--- src/hw/sfr_irq_pkg.sv ---
package sfr_irq_pkg;

  // ****************************************************************
  // Register map and field layout
  // ****************************************************************
  localparam logic [7:0] ADDR_IRQ_ENABLE_1 = 8'h00;
  localparam logic [7:0] ADDR_IRQ_ENABLE_2 = 8'h01;
  localparam logic [7:0] ADDR_IRQ_FLAG_1 = 8'h02;
  localparam logic [7:0] ADDR_IRQ_FLAG_2 = 8'h03;

  localparam int BIT_WATCHDOG_IRQ_EN = 0;
  localparam int BIT_OSC_FAULT_IRQ_EN = 1;
  localparam int BIT_PIN_NMI_IRQ_EN = 4;
  localparam int BIT_FLASH_ACCV_IRQ_EN = 5;

  localparam int BIT_WATCHDOG_EVENT_FLAG = 0;
  localparam int BIT_OSC_FAULT_FLAG = 1;
  localparam int BIT_POWER_ON_FLAG = 2;
  localparam int BIT_EXT_RESET_FLAG = 3;
  localparam int BIT_PIN_NMI_FLAG = 4;

  // ****************************************************************
  // Values after reset
  // ****************************************************************
  localparam logic RST_ENABLE_BIT = 1'b0;
  localparam logic RST_WATCHDOG_EVENT_FLAG = 1'b0;
  localparam logic RST_OSC_FAULT_FLAG = 1'b1;
  localparam logic RST_POWER_ON_FLAG = 1'b1;
  localparam logic RST_EXT_RESET_FLAG = 1'b0;
  localparam logic RST_PIN_NMI_FLAG = 1'b0;

  // ****************************************************************
  // Carriers
  // ****************************************************************
  typedef struct packed {
    logic watchdog_expired;
    logic key_violation;
    logic osc_fault;
    logic ext_reset_pin;
    logic pin_nmi;
    logic flash_access_violation;
  } sfr_event_t;

  typedef struct packed {
    logic watchdog_irq;
    logic osc_fault_irq;
    logic pin_nmi_irq;
    logic flash_access_violation_irq;
  } sfr_irq_req_t;

endpackage : sfr_irq_pkg

--- src/hw/sfr_sticky_bit.sv ---
`timescale 1ns/1ns
// One software-accessible flag bit with separate clear domains and a hardware set.
module sfr_sticky_bit #(
  parameter logic RESET_VALUE = 1'b0,
  parameter bit CLEAR_BY_PUC = 1'b1
) (
  input wire logic mclk_in,
  input wire logic rst_n_in,
  input wire logic puc_in,
  input wire logic set_in,
  input wire logic wr_in,
  input wire logic wdata_in,
  output logic q_out
);

  // Hardware set wins over a software write or clear in the same cycle, so no event is lost.
  always_ff @(posedge mclk_in or negedge rst_n_in) begin
    if (!rst_n_in) begin
      q_out <= RESET_VALUE;
    end else if (set_in) begin
      q_out <= 1'b1;
    end else if (puc_in && CLEAR_BY_PUC) begin
      q_out <= RESET_VALUE;
    end else if (wr_in) begin
      q_out <= wdata_in;
    end
  end

endmodule : sfr_sticky_bit

--- src/hw/special_function_irq_regs.sv ---
// Notes on behaviour
// - Only documented enable and flag bits exist.
// - Clear-reset bits are read/write, reset by clear.
// - Power-on bits are read/write, survive power-up clear.
// - Enable byte 00h: bits 5,4,1,0.
// - Watchdog enable gates only interval-timer interrupts.
// - Flag byte 02h: bits 4,3,2,1,0.
// - Watchdog flag set on expiry outside interval mode, or on key violation.
// - Watchdog flag cleared by power-on and pin reset.
// - Oscillator fault flag set on fault; clears to one.
// - Power-on flag set at power-up, resets to one.
// - External reset flag set by pin reset.
// - Individual enables block fault, NMI, flash requests.
`timescale 1ns/1ns
module special_function_irq_regs (
  input wire logic mclk_in,
  input wire logic rst_n_in,
  input wire logic power_up_clear_in,
  input wire logic watchdog_interval_mode_in,
  input wire sfr_irq_pkg::sfr_event_t event_in,
  input wire logic [7:0] addr_in,
  input wire logic wr_en_in,
  input wire logic rd_en_in,
  input wire logic [7:0] wdata_in,
  output logic [7:0] rdata_out,
  output sfr_irq_pkg::sfr_irq_req_t irq_req_out,
  output logic watchdog_irq_en_out
);
  import sfr_irq_pkg::*;

  // ****************************************************************
  // Address decode
  // ****************************************************************
  // Only the full byte address is compared, so no mirror of a live byte exists.
  logic wr_enable_1;
  logic wr_flag_1;
  assign wr_enable_1 = wr_en_in && (addr_in == ADDR_IRQ_ENABLE_1);
  assign wr_flag_1 = wr_en_in && (addr_in == ADDR_IRQ_FLAG_1);

  // ****************************************************************
  // Enable byte
  // ****************************************************************
  logic watchdog_irq_en;
  logic osc_fault_irq_en;
  logic pin_nmi_irq_en;
  logic flash_access_violation_irq_en;

  // Clear is tested before the write, so a clear in the same cycle beats software.
  // enable byte fields
  always_ff @(posedge mclk_in or negedge rst_n_in) begin
    if (!rst_n_in) begin
      watchdog_irq_en <= RST_ENABLE_BIT;
      osc_fault_irq_en <= RST_ENABLE_BIT;
      pin_nmi_irq_en <= RST_ENABLE_BIT;
      flash_access_violation_irq_en <= RST_ENABLE_BIT;
    end else if (power_up_clear_in) begin
      watchdog_irq_en <= RST_ENABLE_BIT;
      osc_fault_irq_en <= RST_ENABLE_BIT;
      pin_nmi_irq_en <= RST_ENABLE_BIT;
      flash_access_violation_irq_en <= RST_ENABLE_BIT;
    end else if (wr_enable_1) begin
      watchdog_irq_en <= wdata_in[BIT_WATCHDOG_IRQ_EN];
      osc_fault_irq_en <= wdata_in[BIT_OSC_FAULT_IRQ_EN];
      pin_nmi_irq_en <= wdata_in[BIT_PIN_NMI_IRQ_EN];
      flash_access_violation_irq_en <= wdata_in[BIT_FLASH_ACCV_IRQ_EN];
    end
  end

  // ****************************************************************
  // Flag byte
  // ****************************************************************
  // Each flag is one sticky cell; the clear domain is chosen per instance.
  logic watchdog_event_flag;
  logic osc_fault_flag;
  logic power_on_flag;
  logic ext_reset_flag;
  logic pin_nmi_flag;
  logic watchdog_reset_event;

  // watchdog flag set
  // Expiry only counts as a reset event outside interval mode.
  assign watchdog_reset_event = (event_in.watchdog_expired && !watchdog_interval_mode_in) ||
                                event_in.key_violation;

  // power-on domain bit
  // The pin reset clears it, but a same-cycle watchdog event still wins.
  // A pin reset also beats a software write that lands in the same cycle.
  sfr_sticky_bit #(
    .RESET_VALUE(RST_WATCHDOG_EVENT_FLAG),
    .CLEAR_BY_PUC(1'b0)
  ) u_watchdog_flag (
    .mclk_in(mclk_in),
    .rst_n_in(rst_n_in),
    .puc_in(1'b0),
    .set_in(watchdog_reset_event),
    .wr_in(wr_flag_1 || event_in.ext_reset_pin),
    .wdata_in(!event_in.ext_reset_pin && wdata_in[BIT_WATCHDOG_EVENT_FLAG]),
    .q_out(watchdog_event_flag)
  );

  sfr_sticky_bit #(
    .RESET_VALUE(RST_OSC_FAULT_FLAG),
    .CLEAR_BY_PUC(1'b1)
  ) u_osc_fault_flag (
    .mclk_in(mclk_in),
    .rst_n_in(rst_n_in),
    .puc_in(power_up_clear_in),
    .set_in(event_in.osc_fault),
    .wr_in(wr_flag_1),
    .wdata_in(wdata_in[BIT_OSC_FAULT_FLAG]),
    .q_out(osc_fault_flag)
  );

  // power-on flag
  // Power-on itself is the asynchronous reset, which loads one.
  sfr_sticky_bit #(
    .RESET_VALUE(RST_POWER_ON_FLAG),
    .CLEAR_BY_PUC(1'b0)
  ) u_power_on_flag (
    .mclk_in(mclk_in),
    .rst_n_in(rst_n_in),
    .puc_in(1'b0),
    .set_in(1'b0),
    .wr_in(wr_flag_1),
    .wdata_in(wdata_in[BIT_POWER_ON_FLAG]),
    .q_out(power_on_flag)
  );

  sfr_sticky_bit #(
    .RESET_VALUE(RST_EXT_RESET_FLAG),
    .CLEAR_BY_PUC(1'b0)
  ) u_ext_reset_flag (
    .mclk_in(mclk_in),
    .rst_n_in(rst_n_in),
    .puc_in(1'b0),
    .set_in(event_in.ext_reset_pin),
    .wr_in(wr_flag_1),
    .wdata_in(wdata_in[BIT_EXT_RESET_FLAG]),
    .q_out(ext_reset_flag)
  );

  sfr_sticky_bit #(
    .RESET_VALUE(RST_PIN_NMI_FLAG),
    .CLEAR_BY_PUC(1'b1)
  ) u_pin_nmi_flag (
    .mclk_in(mclk_in),
    .rst_n_in(rst_n_in),
    .puc_in(power_up_clear_in),
    .set_in(event_in.pin_nmi),
    .wr_in(wr_flag_1),
    .wdata_in(wdata_in[BIT_PIN_NMI_FLAG]),
    .q_out(pin_nmi_flag)
  );

  // ****************************************************************
  // Read path
  // ****************************************************************
  logic [7:0] next_rdata;

  always_comb begin
    next_rdata = 8'h00;
    case (addr_in)
      ADDR_IRQ_ENABLE_1: begin
        next_rdata[BIT_WATCHDOG_IRQ_EN] = watchdog_irq_en;
        next_rdata[BIT_OSC_FAULT_IRQ_EN] = osc_fault_irq_en;
        next_rdata[BIT_PIN_NMI_IRQ_EN] = pin_nmi_irq_en;
        next_rdata[BIT_FLASH_ACCV_IRQ_EN] = flash_access_violation_irq_en;
      end
      ADDR_IRQ_FLAG_1: begin
        next_rdata[BIT_WATCHDOG_EVENT_FLAG] = watchdog_event_flag;
        next_rdata[BIT_OSC_FAULT_FLAG] = osc_fault_flag;
        next_rdata[BIT_POWER_ON_FLAG] = power_on_flag;
        next_rdata[BIT_EXT_RESET_FLAG] = ext_reset_flag;
        next_rdata[BIT_PIN_NMI_FLAG] = pin_nmi_flag;
      end
      default: begin
        next_rdata = 8'h00; // Second bytes and others have no storage.
      end
    endcase
  end

  // Read data is registered, so it appears one cycle after the strobe.
  // Between reads the last value is held, which saves toggling on the data bus.
  always_ff @(posedge mclk_in or negedge rst_n_in) begin
    if (!rst_n_in) begin
      rdata_out <= 8'h00;
    end else if (rd_en_in) begin
      rdata_out <= next_rdata;
    end
  end

  // ****************************************************************
  // Interrupt requests
  // ****************************************************************
  // individual enable gating
  // watchdog interval only
  // The global enable lives in the CPU and is deliberately not used here.
  // The flash request follows the live event, since that flag sits in the flash controller.
  always_ff @(posedge mclk_in or negedge rst_n_in) begin
    if (!rst_n_in) begin
      irq_req_out <= '0;
      watchdog_irq_en_out <= 1'b0;
    end else begin
      irq_req_out.watchdog_irq <= watchdog_irq_en && watchdog_interval_mode_in;
      irq_req_out.osc_fault_irq <= osc_fault_irq_en && osc_fault_flag;
      irq_req_out.pin_nmi_irq <= pin_nmi_irq_en && pin_nmi_flag;
      irq_req_out.flash_access_violation_irq <= flash_access_violation_irq_en &&
                                               event_in.flash_access_violation;
      watchdog_irq_en_out <= watchdog_irq_en;
    end
  end

endmodule : special_function_irq_regs

--- config.mk ---
export PLATFORM = sky130hd
export DESIGN_NAME = special_function_irq_regs
export DESIGN_NICKNAME = d
export VERILOG_FILES = /design/src/hw/sfr_irq_pkg.sv /design/src/hw/sfr_sticky_bit.sv /design/src/hw/special_function_irq_regs.sv
export SDC_FILE = /design/constraint.sdc
export NUM_CORES = 1
export LEC_CHECK = 0
export BUFFER_PORTS_ARGS = -buffer_cell sky130_fd_sc_hd__buf_2
export CORE_ASPECT_RATIO = 0.8
export CORE_MARGIN = 5
export CORE_UTILIZATION = 40
export CTS_CLUSTER_DIAMETER = 30
export CTS_CLUSTER_SIZE = 10
export DETAILED_ROUTE_END_ITERATION = 10
export PLACE_DENSITY = 0.78
export SYNTH_ARGS = -nofsm -noshare
export SYNTH_HDL_FRONTEND = slang
export SYNTH_HIERARCHICAL = 1
export SYNTH_SLANG_ARGS = --single-unit
--- constraint.sdc ---
create_clock -name mclk_in -period 1.8 [get_ports mclk_in]
set_clock_uncertainty 0.15 [all_clocks]
set_input_delay 0 -clock mclk_in [delete_from_list [all_inputs] [get_ports mclk_in]]
set_output_delay 0 -clock mclk_in [all_outputs]
set_load 0.05 [all_outputs]
== Word level (Yosys, flattened, before mapping) ==
Index checks and enable logic that the tools add are counted.
Operators by class
  eq/ne operators: 1
  multiplexer cells: 22
  reductions and logical operators: 18
Operators with widths (number)
  $mux 1: 19
  $eq 8x2->1 const B: 1
  $logic_and 1x1->1: 8
  $logic_not 8->1: 1
  $reduce_bool 2->1: 3
  $reduce_bool 3->1: 2
  $pmux 2 s2: 1
  $logic_not 1->1: 2
  $logic_or 1x1->1: 2
  $mux 2: 1
  $pmux 1 s2: 1
Storage, ports and cells
  word-level logic and storage cells: 56
  input port bits: 28
  output and inout bits: 13
  register bits: 20

== Longest topological paths before layout ==
  word-level depth: 5
  mapped depth: 5
  gate-level depth less buffers: 5

== Modules after synthesis ==
The synthesis kept the hierarchy.
Modules (own cells, without submodules)
  special_function_irq_regs: seq. area each 375.4 um^2, area each 714.4 um^2, cells an instance 71, times used 1
  sfr_sticky_bit (u_ext_reset_flag ...): seq. area each 25.0 um^2, area each 40.0 um^2, cells an instance 3, times used 2
  sfr_sticky_bit (u_osc_fault_flag): seq. area each 26.3 um^2, area each 43.8 um^2, cells an instance 4, times used 1
  sfr_sticky_bit (u_pin_nmi_flag): seq. area each 25.0 um^2, area each 42.5 um^2, cells an instance 3, times used 1
  sfr_sticky_bit (u_power_on_flag): seq. area each 26.3 um^2, area each 41.3 um^2, cells an instance 3, times used 1

== Worst setup path before layout ==
OpenSTA, ideal clock, no wires.
  kind: input -> register
  start point: input port addr_in[6]
  end point: register u_ext_reset_flag.q_out
  data required time: 1.526 ns
  stages: 5
  library setup time: 0.124 ns
  arrival time: 1.267 ns
  path buffers: 0
  setup slack: 0.259 ns
  cells stage by stage: or4_4 > nor2_1 > and3_1 > nor2b_1 > a211o_1
Between the ends
  word-level cells in the longest chain between the ends: 3
Ends and longest elaborated chain
  from (decl): line special_function_irq_regs.sv:21  | input wire logic [7:0] addr_in,
  $eq 8x2->1: line special_function_irq_regs.sv:38  | assign wr_flag_1 = wr_en_in && (addr_in == ADDR_IRQ_FLAG_1);
  $logic_and 1x1->1: line special_function_irq_regs.sv:38
  via wr_flag_1: line special_function_irq_regs.sv:36  | logic wr_flag_1;
  $reduce_bool 2->1 (no source line)
  to (signal assigned): line sfr_sticky_bit.sv:25  | q_out <= wdata_in;
  to (decl): line sfr_sticky_bit.sv:13  | output logic q_out
The timed path passes the listed nets, and every way through them passes these cells.
A chain may end at the register's enable or synchronous reset.

== Worst setup path in the final report ==
  start point: input port addr_in[1]
  end point: register pin_nmi_irq_en
Between the ends
  word-level cells in the longest chain between the ends: 3
Ends and longest elaborated chain
  $logic_not 8->1: line special_function_irq_regs.sv:37  | assign wr_enable_1 = wr_en_in && (addr_in == ADDR_IRQ_ENABLE_1);
  $logic_and 1x1->1: line special_function_irq_regs.sv:37
  $reduce_bool 2->1 (no source line)
  to (signal assigned): line special_function_irq_regs.sv:64  | pin_nmi_irq_en <= wdata_in[BIT_PIN_NMI_IRQ_EN];
  to (decl): line special_function_irq_regs.sv:45  | logic pin_nmi_irq_en;
No other way between the ends.

==> flow_summary.json <==
{
  "numCtsBuffers": 3,
  "cts_tree": "built",
  "min_path_type": "in -> async",
  "synth_most_common_cell": "dfrtp_1",
  "reg2reg_from": "osc_fault_irq_en",
  "cts.sinks": 20,
  "routed_wirelength_um": 2450,
  "final-setup-viol-count": 0,
  "fin_cells": 178,
  "nets": 182,
  "largest_reg_flops": 6,
  "power.internal_uw": 605,
  "drv_slew": 0,
  "dr.pass1.iters": 4,
  "async_flop_share_pct": 100,
  "root_buffer": "clkbuf_4",
  "clkTransAtPathRegs_ns": 0.11,
  "drive_gt1_share_pct": 32.7,
  "ys_seq_area_share_pct": 54.5,
  "io_buffers": 36,
  "powerDensity_nw_per_um2": 561,
  "rsz0062_at_grt": "true",
  "synth_seq_cells": 20,
  "yosysUniqueCellTypes": 28,
  "outcome": "finished clean",
  "worst_pin_slew_ns": 0.624,
  "holdWs_ns": 0.0125,
  "grt_pass1_vias": 911,
  "ant_nets": 0,
  "crit_path_start": "addr_in[1]",
  "dpl_worst_slack_ns": 0.0713,
  "cts.path.max_buffers": 2,
  "power.total_uw": 800,
  "reg_top3": "rdata_out x6, irq_req_out x4",
  "finalHoldViolations": 0,
  "clk_latency_ns": 0.30,
  "syn_area_per_cell_um2": 10.6,
  "place_area_um2": 1130,
  "grt_pass1_wl_um": 3890,
  "dp_hpwl_um": 1610,
  "comb_power_share_pct": 15.8,
  "dieWidth_um": 63.7,
  "avgRoutedWirePerCell_um": 13.8,
  "cp-end-kind": "flip-flop",
  "criticalPathCategory": "in -> reg",
  "cpMaxStageDelayCell": "dlygate4sd3_1",
  "synth_edf_count": 0,
  "post-route-period-util_pct": 97.2,
  "drc": 0,
  "grt_max_degree": 21,
  "diodes": 0,
  "gp_congestion": 0.785,
  "relSlewSlack_pct": 58.1,
  "top_register": "rdata_out",
  "yosys.area.top_type": "dfrtp_1",
  "synth_area_leaders": "dfrtp_1 (49%), dfstp_2 (5.7%), o22ai_1 (4.1%), mux2_2 (3.7%), nor2b_1 (3.4%)",
  "grt_overflow_total": 0,
  "ys.warnings.count": 6,
  "setup_ws_ns": 0.0511,
  "drt-initial-drc-count": 18,
  "antenna_found_initial": 0,
  "arrival_ns": 1.79,
  "syn-cell-area_um2": 922,
  "sw_frac_of_total_pct": 24.4,
  "synth_top_area_share_pct": 48.8,
  "rows": 15,
  "post-route-min-period_ns": 1.75,
  "seqPwrFrac_pct": 56.9,
  "max_stage_delay_ns": 0.56,
  "synth_common_cells": "dfrtp_1 (18), inv_1 (7), nand2_1 (7)",
  "clock.fmax_mhz": 572,
  "dp.cells": 148,
  "die_area_um2": 3370,
  "ys.flop_type": "dfrtp_1",
  "initial_core_util_pct": 42.4,
  "crit_top_cell": "dlygate4sd3_1",
  "chipHeight_um": 52.9,
  "vias_per_cell": 5.02,
  "syn2layout_area_growth_pct": 54.8,
  "cts_max_level": 1,
  "core_um2": 2180,
  "critPathRequiredTime_ns": 1.84,
  "maxCapViolCount": 0,
  "p_clk_share_pct": 27.3,
  "syn_inst": 87,
  "p_sw_uw": 195,
  "path_cells": "dlygate4sd3_1, buf_2, nand2b_1, o31ai_2, a21oi_1, dlygate4sd3_1",
  "track_usage_pct": 15.2,
  "postLayoutCellArea_um2": 1430,
  "num_vias": 893,
  "critPathMaxFanout": 9,
  "start_kind": "primary input",
  "p_leak_uw": 0.000666,
  "cts_setup_buffers": 0,
  "io-pin-count": 41,
  "ir_drop_mv": 0.461
}
[worst max-delay path: cells and delay by family]
| family | cells | cell delay, ns |
|---|---|---|
| buffers and inverters | 3 | 1.27 |
| and+or+nand+nor | 1 | 0.22 |
| AOI/OAI and AO/OA | 2 | 0.29 |
[stage by stage]
step	util [%]	TNS, ns
2_1_floorplan	-	0
3_3_place_gp	52.1	0
3_5_place_dp	52.1	0
4_1_cts	65.2	0
5_1_grt	65.6	-0.00912
6_report	65.6	0
[final cells by class]
type / count / area [µm²]
timing repair buffer: 64 / 455
sequential: 20 / 503
tap: 25 / 31.3
clock buffer: 4 / 26.3
fill: 193 / 749
inverter: 7 / 26.3
multi-input combinational: 58 / 385
[power groups by stage]
stage,clock [µW],sequential [µW],combinational (µW)
final,219,455,127
after global routing,254,456,139
after CTS,231,455,125
after detailed placement,0,464,92.4
after global placement,0,464,90.3
after floorplan,0,465,44.2
[placed cells by master (no fill, tap or decap), types with 4 or more instances in the layout]
| cell type | count |
|---|---|
| buf_2 | 36 |
| dlygate4sd3_1 | 26 |
| dfrtp_1 | 18 |
| inv_1 | 7 |
| nand2_1 | 7 |
| o22ai_1 | 6 |
| nor2b_1 | 4 |
| and2_1 | 4 |
| nand4_1 | 4 |
| a21oi_1 | 4 |
[layer usage]
layer,track usage (%),vias up,wire length (µm),share of wire (%)
li1,-,438,-,-
met1,15.6,409,968,39
met2,28.2,40,1230,50
met3,6.37,6,213,8.7
met4,4.84,0,43,1.8
met5,0,-,0,0
[cell families (layout without fill, tap and decap cells)]
logic type | count (synthesis) | in the layout | synth area share [%]
and+or+nand+nor | 30 | 30 | 19.0
AOI/OAI and AO/OA | 20 | 20 | 14.9
DFF | 20 | 20 | 54.5
buffers and inverters | 11 | 75 | 5.29
muxes | 5 | 5 | 5.83
other | 1 | 3 | 0.407
[final timing paths]
check	depth (start not counted)	slack, ns	end
max reg2reg	4	0.18	rdata_out[1]
max in group asynchronous	2	1.15	u_power_on_flag/q_out
max	6	0.05	pin_nmi_irq_en
min	2	0.01	rdata_out[5]
min in group mclk_in	4	0.09	watchdog_irq_en
min reg2reg	0	0.29	watchdog_irq_en_out
[what timing repair did]
item | CTS | global route
gates resized for setup | 0 | 2
hold buffers | 26 | 0
endpoints found under the hold margin | 37 | 0
endpoints found under the setup margin | 0 | 4
Power figures use the tool's default switching activity.
